==> src/common/bagc_map.svh <==
// register offsets, field positions, reset values and timing counts of the agc/test bank
`ifndef BAGC_MAP_SVH
`define BAGC_MAP_SVH
`define BAGC_OFS_TDATA 8'h2e
`define BAGC_OFS_LGAIN 8'h30
`define BAGC_OFS_MGAIN 8'h32
`define BAGC_OFS_ATEST 8'h34
`define BAGC_OFS_RFTHR 8'h36
`define BAGC_OFS_SATAT 8'h38
`define BAGC_OFS_LWNEG 8'h3a
`define BAGC_OFS_CSSCL 8'h3c
`define BAGC_OFS_TXPWR 8'h3e
`define BAGC_OFS_TEST1 8'h40
`define BAGC_OFS_TEST2 8'h42
`define BAGC_OFS_TBSEL 8'h44
`define BAGC_NREG 12
`define BAGC_RST_DEF 8'h00
`define BAGC_RST_LGAIN 8'h2d
`define BAGC_GAIN_SHIFT 6
`define BAGC_FINAL_SAMPLES 6'h20
// agc test control bits
`define BAGC_B_CONT 7
`define BAGC_B_RFPOL 6
`define BAGC_B_XDIS 5
`define BAGC_B_OVR 2
`define BAGC_B_ABORT 1
`define BAGC_B_SATEN 0
// test mode bits
`define BAGC_B_HIRATE 6
`define BAGC_B_LENCNT 5
`define BAGC_B_NOSPRD 3
`define BAGC_B_NOSCR 2
`define BAGC_B_PN44 1
`define BAGC_B_PN22 0
`define BAGC_B_TTFORCE 6
`define BAGC_B_BYPASS 4
`define BAGC_B_TADIS 3
`define BAGC_B_LOOP 2
`endif

==> src/common/bagc_pkg.sv <==
// types shared by the agc/test configuration bank
package bagc_pkg;
  typedef logic [7:0] bagc_byte_t;
  typedef struct packed {
    logic [7:0] addr;
    logic [7:0] wdata;
    logic       wr;
    logic       rd;
  } bagc_req_s;
  typedef enum logic [1:0] {BAGC_IDLE, BAGC_FINAL, BAGC_DONE} bagc_fin_e;
endpackage

==> src/logic/bagc_regs.sv <==
// agc test configuration bank with gain override, saturation steps and test modes
//
// Our own choice: strobed register access.
`timescale 1ns/10ps
`include "bagc_map.svh"
module bagc_regs
  import bagc_pkg::*;
(
  input  wire logic              clk_i,
  input  wire logic              srst_i,
  input  wire logic              ce_i,
  input  wire bagc_req_s         req_i,
  output logic       [7:0]       rdata_o,
  input  wire logic              table_read_i,
  input  wire logic  [4:0]       table_addr_i,
  input  wire logic  [7:0]       saturation_count_register_i,
  input  wire logic              receiver_config_bit2_i,
  input  wire logic              agc_rf_i,
  input  wire logic  [6:0]       agc_if_i,
  input  wire logic  [6:0]       agc_voltage_i,
  input  wire logic  signed [7:0] agc_err_i,
  input  wire logic              agc_freeze_i,
  input  wire logic              agc_lock_i,
  input  wire logic              sample_stb_i,
  input  wire logic              ant2_search_i,
  input  wire logic              ant2_power_low_i,
  input  wire logic              ant2_lock_i,
  input  wire logic  [4:0]       sat_count_i,
  input  wire logic  [3:0]       sat_level_i,
  input  wire logic              transmit_enable_input_i,
  input  wire logic              service_bit2_i,
  input  wire logic              serial_data_input_i,
  input  wire logic  [7:0]       test_bus_inputs_i,
  input  wire logic  [5:0]       adc_i_i,
  input  wire logic  [5:0]       adc_q_i,
  output logic                   rf_gain_line_o,
  output logic       [6:0]       if_gain_line_o,
  output logic signed [7:0]      loop_update_o,
  output logic                   agc_update_en_o,
  output logic                   final_update_o,
  output logic                   ant2_dwell_end_o,
  output logic       [4:0]       sat_atten_step_o,
  output logic signed [5:0]      lock_window_neg_o,
  output logic       [5:0]       carrier_sense_second_scale_o,
  output logic       [6:0]       tx_power_o,
  output logic                   length_in_bits_o,
  output logic                   scrambler_off_o,
  output logic                   spread_off_o,
  output logic                   force_high_rate_o,
  output logic                   pn44_en_o,
  output logic                   pn22_en_o,
  output logic                   pn44_init_o,
  output logic                   pn22_init_o,
  output logic                   locked_tracking_o,
  output logic                   loopback_o,
  output logic                   acq_lock_o,
  output logic       [5:0]       sample_i_o,
  output logic       [5:0]       sample_q_o,
  output logic       [7:0]       test_bus_select_o
);

  ////////////////////////////////////////////////////////////////////////////////
  // register file

  bagc_byte_t       regs_ff [`BAGC_NREG];
  logic [6:0]       table_ff [32];
  logic [7:0]       rdata_ff;
  logic [7:0]       nxt_rdata;
  logic [7:0]       ofs;
  logic             hit;
  logic [3:0]       idx;

  // registers sit on even byte offsets from table data upward
  assign ofs = req_i.addr - `BAGC_OFS_TDATA;
  assign hit = (req_i.addr >= `BAGC_OFS_TDATA) && (req_i.addr <= `BAGC_OFS_TBSEL)
               && !req_i.addr[0];
  assign idx = ofs[4:1];

  // one write port per register, loop gain resets to about 0.7
  genvar g;
  generate
    for (g = 0; g < `BAGC_NREG; g++)
    begin : g_reg
      always_ff @(posedge clk_i)
      begin
        if (srst_i)
          regs_ff[g] <= (g == 1) ? `BAGC_RST_LGAIN : `BAGC_RST_DEF;
        else if (ce_i && req_i.wr && hit && (idx == 4'(g)))
          regs_ff[g] <= req_i.wdata;
      end
    end
  endgenerate

  // table entries are loaded through data writes at the external table address;
  // no reset since software must fill the table before the loop is used
  always_ff @(posedge clk_i)
  begin
    if (ce_i && req_i.wr && hit && (idx == 4'h0))
      table_ff[table_addr_i] <= req_i.wdata[6:0];
  end

  // read mux, unmapped offsets answer zero
  always_comb
  begin
    nxt_rdata = 8'h00;
    if (req_i.rd && hit)
    begin
      if (idx == 4'h0 && table_read_i)
        nxt_rdata = {1'b0, table_ff[table_addr_i]};
      else
        nxt_rdata = regs_ff[idx];
    end
  end

  // read data stands exactly one cycle after the strobe
  always_ff @(posedge clk_i)
  begin
    if (srst_i)
      rdata_ff <= 8'h00;
    else if (ce_i)
      rdata_ff <= nxt_rdata;
  end
  assign rdata_o = rdata_ff;

  ////////////////////////////////////////////////////////////////////////////////
  // field views

  bagc_byte_t tdata, lgain, mgain, atest, rfthr, satat, lwneg, csscl, txpwr, tm1, tm2;
  assign tdata = regs_ff[0];
  assign lgain = regs_ff[1];
  assign mgain = regs_ff[2];
  assign atest = regs_ff[3];
  assign rfthr = regs_ff[4];
  assign satat = regs_ff[5];
  assign lwneg = regs_ff[6];
  assign csscl = regs_ff[7];
  assign txpwr = regs_ff[8];
  assign tm1   = regs_ff[9];
  assign tm2   = regs_ff[10];

  ////////////////////////////////////////////////////////////////////////////////
  // gain path

  logic        rf_auto;
  logic        rf_sel;
  logic        ovr;
  logic [6:0]  nxt_if;
  logic        rf_ff;
  logic [6:0]  if_ff;
  logic signed [15:0] prod;

  assign ovr = atest[`BAGC_B_OVR];

  // threshold compare removes the pad; the disable bit hands rf back to the loop
  assign rf_auto = rfthr[7] ? agc_rf_i : (agc_voltage_i < rfthr[6:0]);
  // manual gain bit 7 replaces the loop decision while overriding
  assign rf_sel = ovr ? mgain[7] : rf_auto;
  assign nxt_if = ovr ? mgain[6:0] : agc_if_i;

  // gain lines are registered so override changes never glitch the pins
  always_ff @(posedge clk_i)
  begin
    if (srst_i)
    begin
      rf_ff <= 1'b0;
      if_ff <= 7'h00;
    end
    else if (ce_i)
    begin
      rf_ff <= rf_sel ^ atest[`BAGC_B_RFPOL];
      if_ff <= nxt_if;
    end
  end
  assign rf_gain_line_o = rf_ff;
  assign if_gain_line_o = if_ff;

  // loop gain of 64 counts is unity, so nominal 0.7 is about 45
  assign prod = agc_err_i * $signed({1'b0, lgain[6:0]});
  always_ff @(posedge clk_i)
  begin
    if (srst_i)
      loop_update_o <= 8'sh00;
    else if (ce_i)
      loop_update_o <= prod[13:6];
  end

  // freeze stops updates unless continuous update is on
  assign agc_update_en_o = !agc_freeze_i || atest[`BAGC_B_CONT];

  // the dwell may end on lock, or early on weaker second antenna if allowed
  assign ant2_dwell_end_o = ant2_search_i
                            && (ant2_lock_i || (atest[`BAGC_B_ABORT] && ant2_power_low_i));

  ////////////////////////////////////////////////////////////////////////////////
  // final update after lock

  bagc_fin_e  fin_ff;
  bagc_fin_e  nxt_fin;
  logic [5:0] fcnt_ff;
  logic       lock_d_ff;
  logic       lock_rise;

  assign lock_rise = agc_lock_i && !lock_d_ff;

  // one window of samples once per lock; dropping lock re-arms it
  always_comb
  begin
    nxt_fin = fin_ff;
    case (fin_ff)
      BAGC_IDLE:
        if (lock_rise)
          nxt_fin = atest[`BAGC_B_XDIS] ? BAGC_DONE : BAGC_FINAL;
      BAGC_FINAL:
        if (!agc_lock_i)
          nxt_fin = BAGC_IDLE;
        else if (sample_stb_i && fcnt_ff == `BAGC_FINAL_SAMPLES - 6'h01)
          nxt_fin = BAGC_DONE;
      BAGC_DONE:
        if (!agc_lock_i)
          nxt_fin = BAGC_IDLE;
      default:
        nxt_fin = BAGC_IDLE;
    endcase
  end

  always_ff @(posedge clk_i)
  begin
    if (srst_i)
    begin
      fin_ff    <= BAGC_IDLE;
      lock_d_ff <= 1'b0;
    end
    else if (ce_i)
    begin
      fin_ff    <= nxt_fin;
      lock_d_ff <= agc_lock_i;
    end
  end

  // sample counter of the final window
  always_ff @(posedge clk_i)
  begin
    if (srst_i)
      fcnt_ff <= 6'h00;
    else if (ce_i)
    begin
      if (fin_ff != BAGC_FINAL)
        fcnt_ff <= 6'h00;
      else if (sample_stb_i)
        fcnt_ff <= fcnt_ff + 6'h01;
    end
  end
  assign final_update_o = (fin_ff == BAGC_FINAL);

  ////////////////////////////////////////////////////////////////////////////////
  // saturation attenuation

  logic [3:0] blk_lvl;
  logic       blocked;
  logic [4:0] nxt_step;

  // block level has an implied leading one, in half dB steps
  assign blk_lvl = {1'b1, lwneg[7:5]};
  assign blocked = !atest[`BAGC_B_SATEN] && (sat_level_i <= blk_lvl);

  // mid step outranks low step when both counts are exceeded
  always_comb
  begin
    nxt_step = 5'h00;
    if (blocked)
      nxt_step = 5'h00;
    else if (sat_count_i > {1'b0, saturation_count_register_i[7:4]})
      nxt_step = {satat[7:4], 1'b0};
    else if (sat_count_i > {1'b0, saturation_count_register_i[3:0]})
      nxt_step = {1'b0, satat[3:0]};
  end

  always_ff @(posedge clk_i)
  begin
    if (srst_i)
      sat_atten_step_o <= 5'h00;
    else if (ce_i)
      sat_atten_step_o <= nxt_step;
  end

  // window magnitude is turned negative here, software writes it positive
  assign lock_window_neg_o = -$signed({1'b0, lwneg[4:0]});
  assign carrier_sense_second_scale_o = csscl[5:0];
  assign test_bus_select_o = regs_ff[11];

  ////////////////////////////////////////////////////////////////////////////////
  // transmit power

  logic       txe_d_ff;
  logic [6:0] txp_ff;

  // the converter sees a new value only at the start of a burst
  always_ff @(posedge clk_i)
  begin
    if (srst_i)
    begin
      txe_d_ff <= 1'b0;
      txp_ff   <= 7'h00;
    end
    else if (ce_i)
    begin
      txe_d_ff <= transmit_enable_input_i;
      if (transmit_enable_input_i && !txe_d_ff)
        txp_ff <= txpwr[7:1];
    end
  end
  assign tx_power_o = txp_ff;

  ////////////////////////////////////////////////////////////////////////////////
  // test modes

  assign length_in_bits_o  = tm1[`BAGC_B_LENCNT];
  assign scrambler_off_o   = tm1[`BAGC_B_NOSCR];
  assign spread_off_o      = tm1[`BAGC_B_NOSPRD];
  assign force_high_rate_o = tm1[`BAGC_B_HIRATE];

  // pn generators need a zero write to arm before a one write starts them;
  // a one written without arming leaves them stopped
  logic [1:0] arm_ff;
  logic [1:0] pn_on_ff;
  logic [1:0] pn_init_ff;
  logic       tm1_wr;

  assign tm1_wr = ce_i && req_i.wr && hit && (idx == 4'h9);

  generate
    for (g = 0; g < 2; g++)
    begin : g_pn
      always_ff @(posedge clk_i)
      begin
        if (srst_i)
        begin
          arm_ff[g]     <= 1'b0;
          pn_on_ff[g]   <= 1'b0;
          pn_init_ff[g] <= 1'b0;
        end
        else if (ce_i)
        begin
          pn_init_ff[g] <= 1'b0;
          if (tm1_wr)
          begin
            if (!req_i.wdata[g])
            begin
              arm_ff[g]   <= 1'b1;
              pn_on_ff[g] <= 1'b0;
            end
            else if (arm_ff[g])
            begin
              arm_ff[g]     <= 1'b0;
              pn_on_ff[g]   <= 1'b1;
              pn_init_ff[g] <= 1'b1;
            end
          end
        end
      end
    end
  endgenerate

  assign pn22_en_o   = pn_on_ff[`BAGC_B_PN22];
  assign pn44_en_o   = pn_on_ff[`BAGC_B_PN44];
  assign pn22_init_o = pn_init_ff[`BAGC_B_PN22];
  assign pn44_init_o = pn_init_ff[`BAGC_B_PN44];

  // adjust disable overrides both the forced and the automatic choice
  assign locked_tracking_o = !tm2[`BAGC_B_TADIS]
                             && (tm2[`BAGC_B_TTFORCE]
                                 || (service_bit2_i && receiver_config_bit2_i));

  // loopback ignores the outside world, so converter samples read zero
  assign loopback_o = tm2[`BAGC_B_LOOP];
  assign acq_lock_o = loopback_o && serial_data_input_i;

  always_ff @(posedge clk_i)
  begin
    if (srst_i)
    begin
      sample_i_o <= 6'h00;
      sample_q_o <= 6'h00;
    end
    else if (ce_i)
    begin
      if (loopback_o)
      begin
        sample_i_o <= 6'h00;
        sample_q_o <= 6'h00;
      end
      else if (tm2[`BAGC_B_BYPASS])
      begin
        sample_i_o <= {test_bus_inputs_i[3:0], 2'h0};
        sample_q_o <= {test_bus_inputs_i[7:4], 2'h0};
      end
      else
      begin
        sample_i_o <= adc_i_i;
        sample_q_o <= adc_q_i;
      end
    end
  end
endmodule

==> config.mk <==
export PLATFORM = sky130hd
export DESIGN_NAME = bagc_regs
export DESIGN_NICKNAME = d
export VERILOG_FILES = /design/src/common/bagc_pkg.sv /design/src/logic/bagc_regs.sv
export VERILOG_INCLUDE_DIRS = /design/src /design/src/common
export SDC_FILE = /design/constraint.sdc
export NUM_CORES = 1
export LEC_CHECK = 0
export ABC_AREA = 1
export ABC_CLOCK_PERIOD_IN_PS = 4500
export BUFFER_PORTS_ARGS = -buffer_cell sky130_fd_sc_hd__buf_2
export CAP_MARGIN = 20
export CORE_ASPECT_RATIO = 0.5
export CORE_MARGIN = 10
export CORE_UTILIZATION = 54
export CTS_CLUSTER_DIAMETER = 60
export DETAILED_ROUTE_END_ITERATION = 10
export PLACE_DENSITY = 0.73
export SLEW_MARGIN = 20
export SYNTH_ARGS = -nofsm -noshare
export SYNTH_HDL_FRONTEND = slang
export SYNTH_SLANG_ARGS = --single-unit
==> constraint.sdc <==
create_clock -name clk_i -period 4.5 [get_ports clk_i]
set_input_delay 1.35 -clock clk_i [delete_from_list [all_inputs] [get_ports clk_i]]
set_output_delay 1.35 -clock clk_i [all_outputs]
set_load 0.005 [all_outputs]
==> impl_summary.md <==
GRT
Global routing finished with a remaining overflow of 0. The number of antenna violations at the first check in global routing was 2. Entering global routing, the biggest net connects 57 pins.

The first global-routing pass estimated around 80000 um of wire. In the global route stage, overall resource usage came out at 0.2269. The via count of the first global-routing pass is between 10k and 15k.

Logic synthesis
The count of flip-flops with a built-in enable after synthesis is between 300 and 400. Of the total synthesized cell area, the portion taken by XOR and XNOR cells is 0.005745. The netlist area before placement is between 0.015 and 0.02 mm^2. By area, the combinational part of the netlist is dominated by simple AND/OR/NAND/NOR gates. The flip-flop and latch count after synthesis is around 380.

Synthesis produced a netlist whose cell count is around 2.2k. The async set-or-reset flop fraction in the synthesized netlist is 0. During synthesis, Yosys emitted a total of 0 warnings. The mux share of post-synthesis cell area is 0. The basic-gate share of the synthesized area counting and, or, nand and nor cells is 0.2166.

The compound-cell area share of the yosys netlist came to 0.06402. The net count after synthesis is 2363. The sequential area share after synthesis is 0.5556. The commonest cells after synthesis are nand2_1 (600), inv_1 (325), edfxtp_1 (320).

After synthesis, the cell types taking the most area are edfxtp_1 (49%), nand2_1 (11%), dfxtp_1 (6.5%), inv_1 (6.2%), nor2_1 (5.5%). The synthesized netlist contains 48 unique library cells. The mean instance size in the synthesized netlist is between 9 and 10 um^2. Of the total synthesized cell area, the portion taken by full adders, half adders and majority gates is 0.07213. The largest total area in the synthesized netlist belongs to edfxtp_1.

The dominant cell by count in the synthesized netlist is nand2_1. For this run, the leading register cell type out of synthesis is edfxtp_1. Of the post-synthesis cell area, the dominant cell type holds 0.4902.

Routing
The remaining antenna violation count after routing is 0. The pre-antenna-repair detailed-routing pass consisted of 5 iterations. After detailed routing, the number of remaining DRC violations is 0. The detailed-route wire length per cell is 17.90 um. In this run, the number of DRC markers left after iteration 0 of detailed routing was 1259.

For this block, the routed nets add up to ~52000 um of wire. The total number of vias is between 15k and 20k. The via density per instance is about 5.3.

Cells and area
Relative to the synthesized area, the layout overhead comes to 15.38%. Measured on the finished design, the core utilization comes to 0.6306. Fill cells in the final layout number approximately 3.0k. The proportion of layout cells with a drive suffix above 1 is 0.1591.

For this run, the post-layout net count is around 2.6k.

STA
Setup violations remaining at the end of the flow were counted as 0. The final critical-path share of the clock period is 0.9668. The slew at the pin with the worst max-slew slack is around 0.86 ns. The minimum clock period is ~4.4 ns. Based on the critical path, the design can be clocked at up to approximately 0.23 GHz. The relative slew slack is 0.4228. The number of slew-limit violations in the final report was 0. On the final layout, the worst clock skew is between 0.015 and 0.02 ns.

The final-report hold violation count is 0.

Floorplan
The core outline area is around 0.036 mm^2. The floorplan step set the die width to about 290 um. For this configuration, the core starts out at a cell density of 0.5465. From bottom edge to top edge, the die measures ~150 um. Pin placement for this block handled between 150 and 200 I/O pins. The number of rows created at floorplan is 49. The die covers between 0.04 and 0.05 mm^2.

Placed design
The final weighted congestion in routability-driven placement is slightly above 0.9. The count of port buffers added during placement is between 150 and 200. The placed wire-length estimate is around 36000 um.

Setup path
The worst setup path is captured at a flop. The reg-to-reg setup timing slack is between 0.3 and 0.4 ns. The path depth of the worst reg2reg path is 18. The required time of the worst setup path is about 5 ns. The capture point of the worst reg-to-reg path is loop_update_o[7]. At the worst endpoint, the arrival time is 4.80 ns.

The worst setup path is of the in2reg kind. The worst setup path is launched from an input pin. The worst register-to-register path begins at regs_ff[1][2]. The critical path starts at agc_err_i[7].

Along the worst path, the maximum fanout reaches 5.

CTS
The number of levels the H-tree was split into is 2. For this design, the sink count on the clock tree is between 300 and 400. The clock passes through at most 3 buffers.

TritonCTS built the clock tree. Clock tree synthesis inserted a total of 37 buffers. The clock latency of the later-clocked register in the worst-skew pair is 0.55 ns.

The clock root buffer master is clkbuf_16. After clock tree synthesis, the clock-pin slew on the worst setup and hold paths is around 0.07 ns.

Run
The max-capacitance violation count is 0.

Power
Summing internal, switching and leakage power gives 8.953 mW. VDD sags by at most approximately 290 uV. In this run the static leakage power is around 10 nW. Dividing total power by cell area gives a power density of 395.9 mW/mm^2.

Min path
The worst hold path terminates at pn44_en_o. The worst hold path belongs to the class reg2reg. The worst hold path begins at pn44_en_o. The worst hold path passes through 2 cells.

Run status
The run finished with clean final reports.
==> flip-flops by register name, summed over array words and instances, names as in the netlist, 2 cells and up <==
signal	cells
loop_update_o	8
rdata_o	8
tx_power_o	7
sample_q_o	6
fcnt_ff	6
if_gain_line_o	7
fin_ff	2
table_ff	224
regs_ff	96
sample_i_o	6
sat_atten_step_o	5
arm_ff	2
==> critical path, stage by stage <==
cell and delay [ns]:
buf_6 0.12, nand2_4 0.08, inv_1 0.07, fa_1 0.54, inv_2 0.06, fa_2 0.53, fa_1 0.42, fa_1 0.51
inv_2 0.05, ha_4 0.29, nand2_2 0.07, nor2_2 0.12, nand2_1 0.08, a21oi_2 0.17, nor2_4 0.06, nand3_1 0.06
nand2_1 0.05, nor2_1 0.11, nor2_1 0.05
==> layout make-up <==
type	count	area, um^2	share of cell area
tap	484	605.6	0.02678
clock inverter	14	135.1	0.005975
antenna	1	2.502	0.0001106
clock buffer	54	1072	0.04741
multi-input combinational	1370	7211	0.3188
timing repair buffer	249	1433	0.06334
inverter	337	1267	0.05604
sequential	384	10890	0.4815
==> timing repair <==
action / 4_1_cts / 5_1_grt
endpoints found under the setup margin: 0 / 4
buffers inserted: 0 / 2
hold buffers: 0 / 0
gates resized for setup: 0 / 19
hold endpoints to repair: 0 / 0
==> where the power goes <==
part | internal (mW) | leakage (nW) | switching (mW)
combinational | 0.765 | 6.27 | 1.06
clock | 1.74 | 0.589 | 1.38
sequential | 3.93 | 3.45 | 0.0672
total | 6.44 | 10.3 | 2.51
==> placed cells by master (no fill, tap or decap), drive strengths merged, types with 2 or more instances in the layout <==
master	instances
o22ai	3
nor3	15
ha	49
nand3	94
dfxtp	64
clkbuf	54
nor2	296
o21a	3
or2	4
o21ai	136
xnor2	4
clkinv	14
a31oi	2
xor2	8
a21oi	70
nor3b	2
fa	40
inv	335
nand4	15
o211ai	12
nand2	602
o21bai	2
a22oi	5
edfxtp	320
buf	249
nand3b	4
==> cell families (layout without fill, tap and decap cells) <==
| kind of cell | Yosys count | count (layout) |
|---|---|---|
| simple gates | 1033 | 1033 |
| fa+ha+maj | 89 | 89 |
| other cells | 0 | 1 |
| flops | 384 | 384 |
| xor+xnor | 12 | 12 |
| buf+inv | 423 | 654 |
| compound gates | 236 | 236 |
==> worst max-delay path by stage <==
stage / endpoint / slack, ns
6_report: loop_update_o[7] / 0.15
5_1_grt: loop_update_o[6] / -0.003
4_1_cts: loop_update_o[7] / 0.05
3_5_place_dp: loop_update_o[6] / -0.51
3_3_place_gp: loop_update_o[6] / -0.42
2_1_floorplan: loop_update_o[6] / -0.13
==> per-stage QoR <==
step	cells	hold slack, ns	cell area, um^2	TNS (ns)	setup slack [ns]
6_report	2893	0.4578	22620	0	0.1495
3_5_place_dp	2822	0.4490	21310	-2.533	-0.5099
3_3_place_gp	2822	0.4482	21310	-2.140	-0.4248
5_1_grt	2893	0.4830	22620	-0.003071	-0.003071
4_1_cts	2890	0.4589	22520	0	0.05459
2_1_floorplan	2177	0.4415	19710	-0.4270	-0.1264
==> per-layer routing <==
metal / wire (um) / track usage / share of wire / vias to the layer above
met5: 18 / 0 / 0.00035 / -
met4: 1475 / 0.08057 / 0.028 / 2
met3: 3988 / 0.03876 / 0.077 / 118
met2: 25430 / 0.3880 / 0.49 / 603
met1: 20860 / 0.2868 / 0.40 / 7184
li1: - / - / - / 7363
No activity file was read; power rests on OpenSTA's default activity.
